`src/pdcr_defs.svh`:
```
// Purpose: offsets, field positions, reset values and timing counts of the dma command block
// Assumes: 100 MHz clock
// Notes:   definitions only
`ifndef PDCR_DEFS_SVH
`define PDCR_DEFS_SVH

// second window (bar 1)
`define PDCR_OFS_SCRATCH   16'h0000
`define PDCR_OFS_LENGTH    16'h8008
`define PDCR_OFS_DIRECTION 16'h800c
`define PDCR_OFS_CYCLES    16'h8014
`define PDCR_OFS_DONE      16'h8018
`define PDCR_OFS_HOST_BASE 16'h8028
// first window (bar 0)
`define PDCR_OFS_SWITCH    16'h0090
`define PDCR_OFS_LAMP      16'h00a0

`define PDCR_SWITCH_LSB    8
`define PDCR_SWITCH_MSB    11
`define PDCR_LAMP_MSB      7

`define PDCR_DIR_HOST_TO_DDR 32'h11aa1111
`define PDCR_DIR_DDR_TO_HOST 32'h11aa2222
`define PDCR_DIR_SRAM_TO_DDR 32'h11aa3333
`define PDCR_DIR_DDR_TO_SRAM 32'h11aa4444

`define PDCR_RESET_WORD    32'h0000_0000
`define PDCR_RESET_LAMP    8'h00

// transfer length limits in bytes
`define PDCR_HOST_MIN_LEN  32'h0001_0000
`define PDCR_HOST_MAX_LEN  32'h0010_0000
`define PDCR_HOST_STEP_MSB 15
`define PDCR_SRAM_MIN_LEN  32'h0000_4000
`define PDCR_SRAM_MAX_LEN  32'h0000_8000
`define PDCR_BEAT_BYTES    32'h0000_0004

`define PDCR_FIFO_DEPTH    8
`define PDCR_CLK_MHZ       100
`define PDCR_SAMPLE_US     1000
`define PDCR_SAMPLE_CYCLES (`PDCR_SAMPLE_US * `PDCR_CLK_MHZ)

`endif

```
`src/pdcr_pkg.sv`:
```
// Purpose: types shared by the dma command block
// Assumes: nothing
// Notes:   constants live in pdcr_defs.svh
package pdcr_pkg;
  typedef enum logic [1:0] {
    pdcr_tgt_host = 2'b00,
    pdcr_tgt_ddr  = 2'b01,
    pdcr_tgt_sram = 2'b10
  } pdcr_target_type;

  typedef enum logic [1:0] {
    pdcr_idle = 2'b00,
    pdcr_run  = 2'b01,
    pdcr_wait = 2'b11
  } pdcr_state_type;
endpackage : pdcr_pkg

```
`src/pdcr_fifo.sv`:
```
// Purpose: small word fifo between the read and write sides of the engine
// Assumes: single clock, synchronous reset
// Notes:   out_data is the head entry held in flops
`timescale 1ns/10ps
module pdcr_fifo #(
  parameter int WIDTH = 32,
  parameter int DEPTH = 8
) (
  // clock and reset
  input  wire logic             clk,
  input  wire logic             reset,
  // filling side
  input  wire logic             in_valid,
  output logic                  in_ready,
  input  wire logic [WIDTH-1:0] in_data,
  // draining side
  output logic                  out_valid,
  input  wire logic             out_ready,
  output logic      [WIDTH-1:0] out_data
);
  localparam int AW = $clog2(DEPTH);

  logic [WIDTH-1:0] store [DEPTH];
  logic [AW-1:0]    wr_ptr;
  logic [AW-1:0]    rd_ptr;
  logic [AW:0]      fill;
  logic [AW-1:0]    next_wr_ptr;
  logic [AW-1:0]    next_rd_ptr;
  logic [AW:0]      next_fill;
  logic             push;
  logic             pop;

  assign in_ready  = (fill < (AW+1)'(DEPTH));
  assign out_valid = (fill != '0);
  assign out_data  = store[rd_ptr];
  assign push      = in_valid && in_ready;
  assign pop       = out_valid && out_ready;

  always_comb begin
    next_wr_ptr = wr_ptr;
    next_rd_ptr = rd_ptr;
    next_fill   = fill;
    if (push) begin
      next_wr_ptr = (wr_ptr == AW'(DEPTH - 1)) ? '0 : wr_ptr + 1'b1;
    end
    if (pop) begin
      next_rd_ptr = (rd_ptr == AW'(DEPTH - 1)) ? '0 : rd_ptr + 1'b1;
    end
    if (push && !pop) begin
      next_fill = fill + 1'b1;
    end else if (pop && !push) begin
      next_fill = fill - 1'b1;
    end
  end

  always_ff @(posedge clk) begin
    if (reset) begin
      wr_ptr <= '0;
      rd_ptr <= '0;
      fill   <= '0;
    end else begin
      wr_ptr <= next_wr_ptr;
      rd_ptr <= next_rd_ptr;
      fill   <= next_fill;
    end
  end

  // storage needs no reset; out_valid guards it
  always_ff @(posedge clk) begin
    if (push) begin
      store[wr_ptr] <= in_data;
    end
  end
endmodule : pdcr_fifo

```
`src/pdcr_button.sv`:
```
// Purpose: push-button press detector and interrupt request
// Assumes: button level synchronous to clk, active high when pressed
// Notes:   sampled once per tick so contact bounce gives one press
`timescale 1ns/10ps
module pdcr_button #(
  parameter int SAMPLE_CYCLES = 100000
) (
  // clock and reset
  input  wire logic clk,
  input  wire logic reset,
  // board and host control
  input  wire logic button,
  input  wire logic irq_enable,
  input  wire logic irq_clear,
  // interrupt
  output logic      irq_pending,
  output logic      irq_send
);
  logic [31:0] tick_count;
  logic [31:0] next_tick_count;
  logic        tick;
  logic        sampled;
  logic        next_sampled;
  logic        next_irq_pending;
  logic        next_irq_send;
  logic        press;

  assign tick  = (tick_count == 32'(SAMPLE_CYCLES - 1));
  assign press = tick && button && !sampled;

  always_comb begin
    next_tick_count  = tick ? 32'h0000_0000 : tick_count + 32'h0000_0001;
    next_sampled     = tick ? button : sampled;
    next_irq_send    = press && irq_enable;
    next_irq_pending = irq_pending;
    if (irq_clear || !irq_enable) begin
      next_irq_pending = 1'b0;
    end
    // a press in the clearing cycle still counts
    if (press && irq_enable) begin
      next_irq_pending = 1'b1;
    end
  end

  always_ff @(posedge clk) begin
    if (reset) begin
      tick_count  <= 32'h0000_0000;
      sampled     <= 1'b0;
      irq_pending <= 1'b0;
      irq_send    <= 1'b0;
    end else begin
      tick_count  <= next_tick_count;
      sampled     <= next_sampled;
      irq_pending <= next_irq_pending;
      irq_send    <= next_irq_send;
    end
  end
endmodule : pdcr_button

```
`src/pdcr_dma.sv`:
```
// Purpose: register-controlled dma command block behind the pcie endpoint
// Assumes: register port and beat ports synchronous to clk, 100 MHz
// Notes:   one read beat in flight at a time; every beat is 4 bytes
`timescale 1ns/10ps
`include "pdcr_defs.svh"

// Summary of operation
// - host writes its buffer base; host-side beats use it as address.
// - host writes transfer length in bytes; engine moves that many bytes.
// - direction codes select host-to-ddr and ddr-to-host transfers.
// - direction codes select sram-to-ddr and ddr-to-sram transfers.
// - clock cycles of each transfer are counted and readable afterwards.
// - completion flag reads 1 when done, 0 while incomplete.
// - 32-bit scratch word at offset zero of second window reads back.
// - host transfers take 64 KB to 1 MB in 64 KB steps.
// - sram transfers take 16 KB to 32 KB.
// - every generated pcie transaction carries exactly 4 bytes.
// - each packet is one single 32-bit beat, never a burst.
// - 8-bit lamp control register drives the board lamps.
// - dip switch positions read in bits 11 to 8 at 0x90.
// - enabled push-button press sends one interrupt per press.
// - host clears pending interrupts and disables further ones.
module pdcr_dma
  import pdcr_pkg::*;
#(
  parameter int SAMPLE_CYCLES = `PDCR_SAMPLE_CYCLES
) (
  // clock and reset
  input  wire logic        clk,
  input  wire logic        reset,
  // register port from the endpoint
  input  wire logic        reg_bar,
  input  wire logic [15:0] reg_addr,
  input  wire logic        reg_write,
  input  wire logic        reg_read,
  input  wire logic [31:0] reg_wdata,
  output logic      [31:0] reg_rdata,
  output logic             reg_rdata_valid,
  // read beat requests
  output logic             rd_req_valid,
  input  wire logic        rd_req_ready,
  output pdcr_target_type  rd_req_target,
  output logic      [31:0] rd_req_addr,
  input  wire logic        rd_data_valid,
  input  wire logic [31:0] rd_data,
  // write beat requests
  output logic             wr_req_valid,
  input  wire logic        wr_req_ready,
  output pdcr_target_type  wr_req_target,
  output logic      [31:0] wr_req_addr,
  output logic      [31:0] wr_req_data,
  // board
  output logic      [7:0]  lamp,
  input  wire logic [3:0]  dip_switch,
  input  wire logic        button,
  // interrupt control and request
  input  wire logic        irq_enable,
  input  wire logic        irq_clear,
  output logic             irq_pending,
  output logic             irq_send
);
  // register file
  logic [31:0]     scratch_word;
  logic [7:0]      lamp_control;
  logic [31:0]     transfer_length;
  logic [31:0]     transfer_direction;
  logic [31:0]     transfer_cycle_count;
  logic            transfer_done_flag;
  logic [31:0]     host_buffer_base;
  logic [31:0]     next_scratch_word;
  logic [7:0]      next_lamp_control;
  logic [31:0]     next_transfer_length;
  logic [31:0]     next_transfer_direction;
  logic [31:0]     next_host_buffer_base;
  logic [31:0]     next_reg_rdata;
  logic            bar0_hit;
  logic            bar1_hit;
  // engine
  pdcr_state_type  state;
  pdcr_state_type  next_state;
  pdcr_target_type src;
  pdcr_target_type dst;
  pdcr_target_type next_src;
  pdcr_target_type next_dst;
  logic [31:0]     beats;
  logic [31:0]     next_beats;
  logic [31:0]     reads_issued;
  logic [31:0]     next_reads_issued;
  logic [31:0]     writes_done;
  logic [31:0]     next_writes_done;
  logic [31:0]     next_cycle_count;
  logic            next_done_flag;
  logic            start;
  logic            dir_known;
  logic            len_ok;
  pdcr_target_type code_src;
  pdcr_target_type code_dst;
  // fifo ties
  logic            fifo_in_ready;
  logic            fifo_out_valid;
  logic [31:0]     fifo_out_data;
  logic            wr_fire;
  logic            rd_fire;

  assign bar0_hit = !reg_bar;
  assign bar1_hit = reg_bar;

  // decode a direction code and check the length it needs
  always_comb begin
    dir_known = 1'b1;
    code_src  = pdcr_tgt_ddr;
    code_dst  = pdcr_tgt_ddr;
    len_ok    = 1'b0;
    unique case (reg_wdata)
      `PDCR_DIR_HOST_TO_DDR: begin
        code_src = pdcr_tgt_host;
      end
      `PDCR_DIR_DDR_TO_HOST: begin
        code_dst = pdcr_tgt_host;
      end
      `PDCR_DIR_SRAM_TO_DDR: begin
        code_src = pdcr_tgt_sram;
      end
      `PDCR_DIR_DDR_TO_SRAM: begin
        code_dst = pdcr_tgt_sram;
      end
      default: begin
        dir_known = 1'b0;
      end
    endcase
    if (code_src == pdcr_tgt_host || code_dst == pdcr_tgt_host) begin
      len_ok = (transfer_length >= `PDCR_HOST_MIN_LEN) &&
               (transfer_length <= `PDCR_HOST_MAX_LEN) &&
               (transfer_length[`PDCR_HOST_STEP_MSB:0] == '0);
    end else begin
      len_ok = (transfer_length >= `PDCR_SRAM_MIN_LEN) &&
               (transfer_length <= `PDCR_SRAM_MAX_LEN) &&
               (transfer_length[1:0] == 2'b00);
    end
  end

  // a new transfer only from idle, never over a running one
  assign start = reg_write && bar1_hit && (reg_addr == `PDCR_OFS_DIRECTION) &&
                 dir_known && len_ok && (state == pdcr_idle);

  // register writes and reads
  always_comb begin
    next_scratch_word       = scratch_word;
    next_lamp_control       = lamp_control;
    next_transfer_length    = transfer_length;
    next_transfer_direction = transfer_direction;
    next_host_buffer_base   = host_buffer_base;
    next_reg_rdata          = `PDCR_RESET_WORD;
    if (reg_write && bar1_hit) begin
      unique case (reg_addr)
        `PDCR_OFS_SCRATCH:   next_scratch_word = reg_wdata;
        `PDCR_OFS_LENGTH:    next_transfer_length = reg_wdata;
        `PDCR_OFS_DIRECTION: next_transfer_direction = reg_wdata;
        `PDCR_OFS_HOST_BASE: next_host_buffer_base = reg_wdata;
        default: ;
      endcase
    end
    if (reg_write && bar0_hit && reg_addr == `PDCR_OFS_LAMP) begin
      next_lamp_control = reg_wdata[`PDCR_LAMP_MSB:0];
    end
    if (reg_read && bar1_hit) begin
      unique case (reg_addr)
        `PDCR_OFS_SCRATCH:   next_reg_rdata = scratch_word;
        `PDCR_OFS_LENGTH:    next_reg_rdata = transfer_length;
        `PDCR_OFS_DIRECTION: next_reg_rdata = transfer_direction;
        `PDCR_OFS_CYCLES:    next_reg_rdata = transfer_cycle_count;
        `PDCR_OFS_DONE:      next_reg_rdata = {31'h0, transfer_done_flag};
        `PDCR_OFS_HOST_BASE: next_reg_rdata = host_buffer_base;
        default: ;
      endcase
    end
    if (reg_read && bar0_hit) begin
      if (reg_addr == `PDCR_OFS_LAMP) begin
        next_reg_rdata = {24'h0, lamp_control};
      end else if (reg_addr == `PDCR_OFS_SWITCH) begin
        next_reg_rdata[`PDCR_SWITCH_MSB:`PDCR_SWITCH_LSB] = dip_switch;
      end
    end
  end

  always_ff @(posedge clk) begin
    if (reset) begin
      scratch_word       <= `PDCR_RESET_WORD;
      lamp_control       <= `PDCR_RESET_LAMP;
      transfer_length    <= `PDCR_RESET_WORD;
      transfer_direction <= `PDCR_RESET_WORD;
      host_buffer_base   <= `PDCR_RESET_WORD;
      reg_rdata          <= `PDCR_RESET_WORD;
      reg_rdata_valid    <= 1'b0;
    end else begin
      scratch_word       <= next_scratch_word;
      lamp_control       <= next_lamp_control;
      transfer_length    <= next_transfer_length;
      transfer_direction <= next_transfer_direction;
      host_buffer_base   <= next_host_buffer_base;
      reg_rdata          <= next_reg_rdata;
      reg_rdata_valid    <= reg_read;
    end
  end

  assign lamp = lamp_control;

  // read side: one single beat outstanding; issued only while the fifo has a slot,
  // so the returning word always fits
  assign rd_req_valid  = (state == pdcr_run) && (reads_issued != beats) &&
                         fifo_in_ready;
  assign rd_req_target = src;
  assign rd_req_addr   = ((src == pdcr_tgt_host) ? host_buffer_base : 32'h0) +
                         (reads_issued << 2);
  assign rd_fire       = rd_req_valid && rd_req_ready;

  // write side drains the fifo one 4-byte beat at a time
  assign wr_req_valid  = (state != pdcr_idle) && fifo_out_valid;
  assign wr_req_target = dst;
  assign wr_req_addr   = ((dst == pdcr_tgt_host) ? host_buffer_base : 32'h0) +
                         (writes_done << 2);
  assign wr_req_data   = fifo_out_data;
  assign wr_fire       = wr_req_valid && wr_req_ready;

  always_comb begin
    next_state        = state;
    next_src          = src;
    next_dst          = dst;
    next_beats        = beats;
    next_reads_issued = reads_issued;
    next_writes_done  = writes_done;
    next_cycle_count  = transfer_cycle_count;
    next_done_flag    = transfer_done_flag;
    unique case (state)
      pdcr_idle: begin
        if (start) begin
          next_state        = pdcr_run;
          next_src          = code_src;
          next_dst          = code_dst;
          next_beats        = transfer_length >> 2;
          next_reads_issued = 32'h0;
          next_writes_done  = 32'h0;
          next_cycle_count  = 32'h0;
          next_done_flag    = 1'b0;
        end
      end
      pdcr_run: begin
        next_cycle_count = transfer_cycle_count + 32'h1;
        if (rd_fire) begin
          next_state        = pdcr_wait;
          next_reads_issued = reads_issued + 32'h1;
        end
      end
      pdcr_wait: begin
        next_cycle_count = transfer_cycle_count + 32'h1;
        if (rd_data_valid) begin
          next_state = pdcr_run;
        end
      end
      default: next_state = pdcr_idle;
    endcase
    if (wr_fire) begin
      next_writes_done = writes_done + 32'h1;
      if (writes_done + 32'h1 == beats) begin
        next_state     = pdcr_idle;
        next_done_flag = 1'b1;
      end
    end
  end

  always_ff @(posedge clk) begin
    if (reset) begin
      state                <= pdcr_idle;
      src                  <= pdcr_tgt_ddr;
      dst                  <= pdcr_tgt_ddr;
      beats                <= 32'h0;
      reads_issued         <= 32'h0;
      writes_done          <= 32'h0;
      transfer_cycle_count <= 32'h0;
      transfer_done_flag   <= 1'b0;
    end else begin
      state                <= next_state;
      src                  <= next_src;
      dst                  <= next_dst;
      beats                <= next_beats;
      reads_issued         <= next_reads_issued;
      writes_done          <= next_writes_done;
      transfer_cycle_count <= next_cycle_count;
      transfer_done_flag   <= next_done_flag;
    end
  end

  pdcr_fifo #(
    .WIDTH (32),
    .DEPTH (`PDCR_FIFO_DEPTH)
  ) u_fifo (
    .clk       (clk),
    .reset     (reset),
    .in_valid  (rd_data_valid && state == pdcr_wait),
    .in_ready  (fifo_in_ready),
    .in_data   (rd_data),
    .out_valid (fifo_out_valid),
    .out_ready (wr_req_ready && state != pdcr_idle),
    .out_data  (fifo_out_data)
  );

  pdcr_button #(
    .SAMPLE_CYCLES (SAMPLE_CYCLES)
  ) u_button (
    .clk         (clk),
    .reset       (reset),
    .button      (button),
    .irq_enable  (irq_enable),
    .irq_clear   (irq_clear),
    .irq_pending (irq_pending),
    .irq_send    (irq_send)
  );
endmodule : pdcr_dma

```
`config.mk`:
```
export PLATFORM = sky130hd
export DESIGN_NAME = pdcr_dma
export DESIGN_NICKNAME = d
export VERILOG_FILES = /design/src/pdcr_pkg.sv /design/src/pdcr_fifo.sv /design/src/pdcr_button.sv /design/src/pdcr_dma.sv
export VERILOG_INCLUDE_DIRS = /design/src
export SDC_FILE = /design/constraint.sdc
export NUM_CORES = 1
export LEC_CHECK = 0
export BUFFER_PORTS_ARGS = -buffer_cell sky130_fd_sc_hd__buf_2
export CAP_MARGIN = 10
export CORE_ASPECT_RATIO = 1.1
export CORE_UTILIZATION = 60
export DETAILED_ROUTE_END_ITERATION = 6
export PLACE_DENSITY = 0.76
export SYNTH_ARGS = -nofsm -noshare
export SYNTH_HDL_FRONTEND = slang
export SYNTH_HIERARCHICAL = 1
export SYNTH_SLANG_ARGS = --single-unit
```
`constraint.sdc`:
```
create_clock -name clk -period 8.21 [get_ports clk]
set_input_delay 1.642 -clock clk [delete_from_list [all_inputs] [get_ports clk]]
set_output_delay 1.642 -clock clk [all_outputs]
set_load 0.005 [all_outputs]
```
==> out/metrics.cfg <==
[setup_path]
required_ps = 6570
end_kind = primary output
r2r_end = state[1]
critPathLaunch = wr_req_target[1]
arrival_ps = 4760
r2r_slack_ps = 4590
r2r_cells = 10
start_kind = flip-flop
reg2reg_from = writes_done[0]
worst-setup-path-type = reg -> out
path_max_fanout = 15

[clocking]
numCtsBuffers = 59
post-cts-setup-buffers = 0
cts_hold_buffers = 0
ctsRootBufferMaster = clkbuf_16
cts_max_path_buffers = 3
cts_resized = 0
cts_sinks = 606
h-tree-depth = 2
cts.clk_slew.worst_paths_ps = 60
cts_tree = done
clock_latency_ps = 630

[yosys]
yosys.area_share.simple_pct = 18.0
synth_xor_area_share_pct = 5.30
synthAdderAreaFrac_pct = 3.14
synthCells = 2846
syn_avg_cell_area_sq_um = 10.3
yosys-mux-area-fraction_pct = 9.41
async_flop_share_pct = 0
synth_compound_area_share_pct = 11.3
yosys_warnings = 6
synth-edff-count = 256
synth_top_family_by_area = simple AND/OR/NAND/NOR gates
synth_seq_cells = 606
ys.flop_type = dfxtp_1
syn-num-nets = 3013
synth_seq_area_share_pct = 50.0
syn_area_sq_um = 29400
synth_cell_type_count = 88

[sta]
rsz0062_at_grt = false
fin_setup_tns_ps = 0
finalCritPeriodShare_pct = 78.0
slew_violations = 0
relSlewSlack_pct = 22.8
tightest_slew_ps = 1160
hold_viol_final = 0
max_freq_ghz = 0.156
setup_violations = 0
min_period_ps = 6410
finClkSkew_ps = 25.1

[hold_path]
hold_class = reg -> reg
min_from = transfer_direction[0]
min_path_cells = 2
holdPathEnd = transfer_direction[0]

[global_routing]
grt_antenna_before_repair = 2
grt_pass1_vias = 22200
grt.total_usage_pct = 33.1
grt_max_degree = 123
grt_pass1_wl_um = 126000
grt_overflow = 0

[placed_design]
port_buffers = 239
dpl_cell_area_sq_um = 31000
gp_congestion = 0.936
dpl.hpwl_um = 55400

[outcome]
status = complete, but fails checks
violations = design-rule violations

[floorplanning]
fp.coreArea_sq_um = 48000
initial_core_util_pct = 61.2
fp.dieW_um = 213
rows = 84
die_h_um = 234
dieArea_sq_um = 49900
io_pins = 240

[cells_and_area]
nNetsFinal = 3188
final_common_cell = nand2_1
fillerInstances = 3611
regArea_sq_um = 14700
utilization_pct = 68.8
design_area_sq_um = 33000
area_growth_pct = 12.4
multi_input_area_sq_um = 13900
final_cell_mix = 406 x nand2_1, 348 x dfxtp_1, 282 x a21oi_1
final_layout_size_suffix_gt1_share_pct = 16.4

[power]
power_leakage_nw = 12.0
finalPower_w = 0.00604
power_density_nw_per_um2 = 183
max-vdd-ir-drop_mv = 0.182

[detailed_routing]
final_antenna_net_count = 0
avgRoutedWirePerCell_um = 22.5
vias = 23500
drc = 8
drtIter0Drc = 2612
drt-vias-per-instance = 6.33
drt-total-wl_um = 83500
dr.pass1.iters = 7

[run]
maxCapViolCount = 0

[final cells by class]
| cell class | instances | share of cell area [%] |
|---|---|---|
| sequential | 606 | 44.5 |
| multi-input combinational | 2045 | 42.1 |
| clock buffer | 78 | 5.03 |
| timing repair buffer | 270 | 4.38 |
| tap | 645 | 2.44 |
| clock inverter | 31 | 1.05 |
| inverter | 39 | 0.443 |
| antenna | 1 | 0.00758 |
[synth_stat cells (39+ instances only)]
cell type	number	area, sq um
nor2_1	199	747
mux2i_1	54	541
mux4_1	40	1050
nor3_1	47	235
and2_1	84	526
clkbuf_1	105	394
dfxtp_1	350	7010
o21ai_0	88	440
mux2_2	55	619
xnor2_1	103	902
nand3_1	71	355
inv_1	39	146
xor2_1	73	639
a21oi_1	282	1410
edfxtp_1	256	7690
ha_1	69	863
nand2_1	406	1520
nand4_1	45	282
[power by group]
group	leakage (nW)	switching (W)	internal, W
clock network	0.972	0.00118	0.00162
logic	5.91	0.0000774	0.0000278
registers	5.12	0.00000228	0.00314
total	12.0	0.00126	0.00478
[critical path: stages, from the launching register on]
cell and delay [ps]:
dfxtp_1 320, nor2_1 760, nand2_1 230, inv_1 110
ha_1 230, a21oi_1 180, o21ai_0 190, a21oi_1 270
o31ai_1 170, o311ai_0 770, nor2b_1 330, nand2_1 90
a31oi_1 200, xnor2_1 130, buf_2 130
[through the flow]
step                      instances  worst slack (ps)  hold WS [ps]
after floorplan                2846              2630           433
after global placement         3605              2660           438
after detailed placement       3605              2470           444
after CTS                      3714              1800           455
after global routing           3715              1450           467
final                          3715              1800           455
[worst max path at each step]
stage,slack [ps],to,cells after the start
4_1_cts,1800,wr_req_addr[25],14
3_5_place_dp,2470,wr_req_addr[25],14
3_3_place_gp,2660,wr_req_addr[25],14
5_1_grt,1450,wr_req_addr[31],14
6_report,1800,wr_req_addr[25],14
2_1_floorplan,2630,u_fifo/store[0][0],4
[per-layer routing]
layer	track usage (%)	up-vias	routed length (um)	share of wire, %
met2	56.1	1102	40800	49
met4	18.1	2	4630	5.5
li1	-	10700	-	-
met5	0	-	13	0.016
met3	4.58	238	5660	6.8
met1	40.9	11400	32400	39
[state kept, by name, summed over array words and instances, names as in the netlist, 8 cells and up, named ones only]
signal	count
lamp	8
host_buffer_base	32
u_button/tick_count	32
scratch_word	32
beats	30
transfer_cycle_count	32
transfer_length	32
transfer_direction	32
reads_issued	32
writes_done	32
reg_rdata	32
u_fifo/store	256
[logic make-up after synthesis]
| logic type | after synthesis |
|---|---|
| and+or+nand+nor | 1071 |
| muxes | 174 |
| buffers and inverters | 195 |
| adders and majority gates | 72 |
| AOI/OAI and AO/OA | 551 |
| xor gates and xnor gates | 177 |
| DFF | 606 |
No activity file was read; power rests on OpenSTA's default activity.
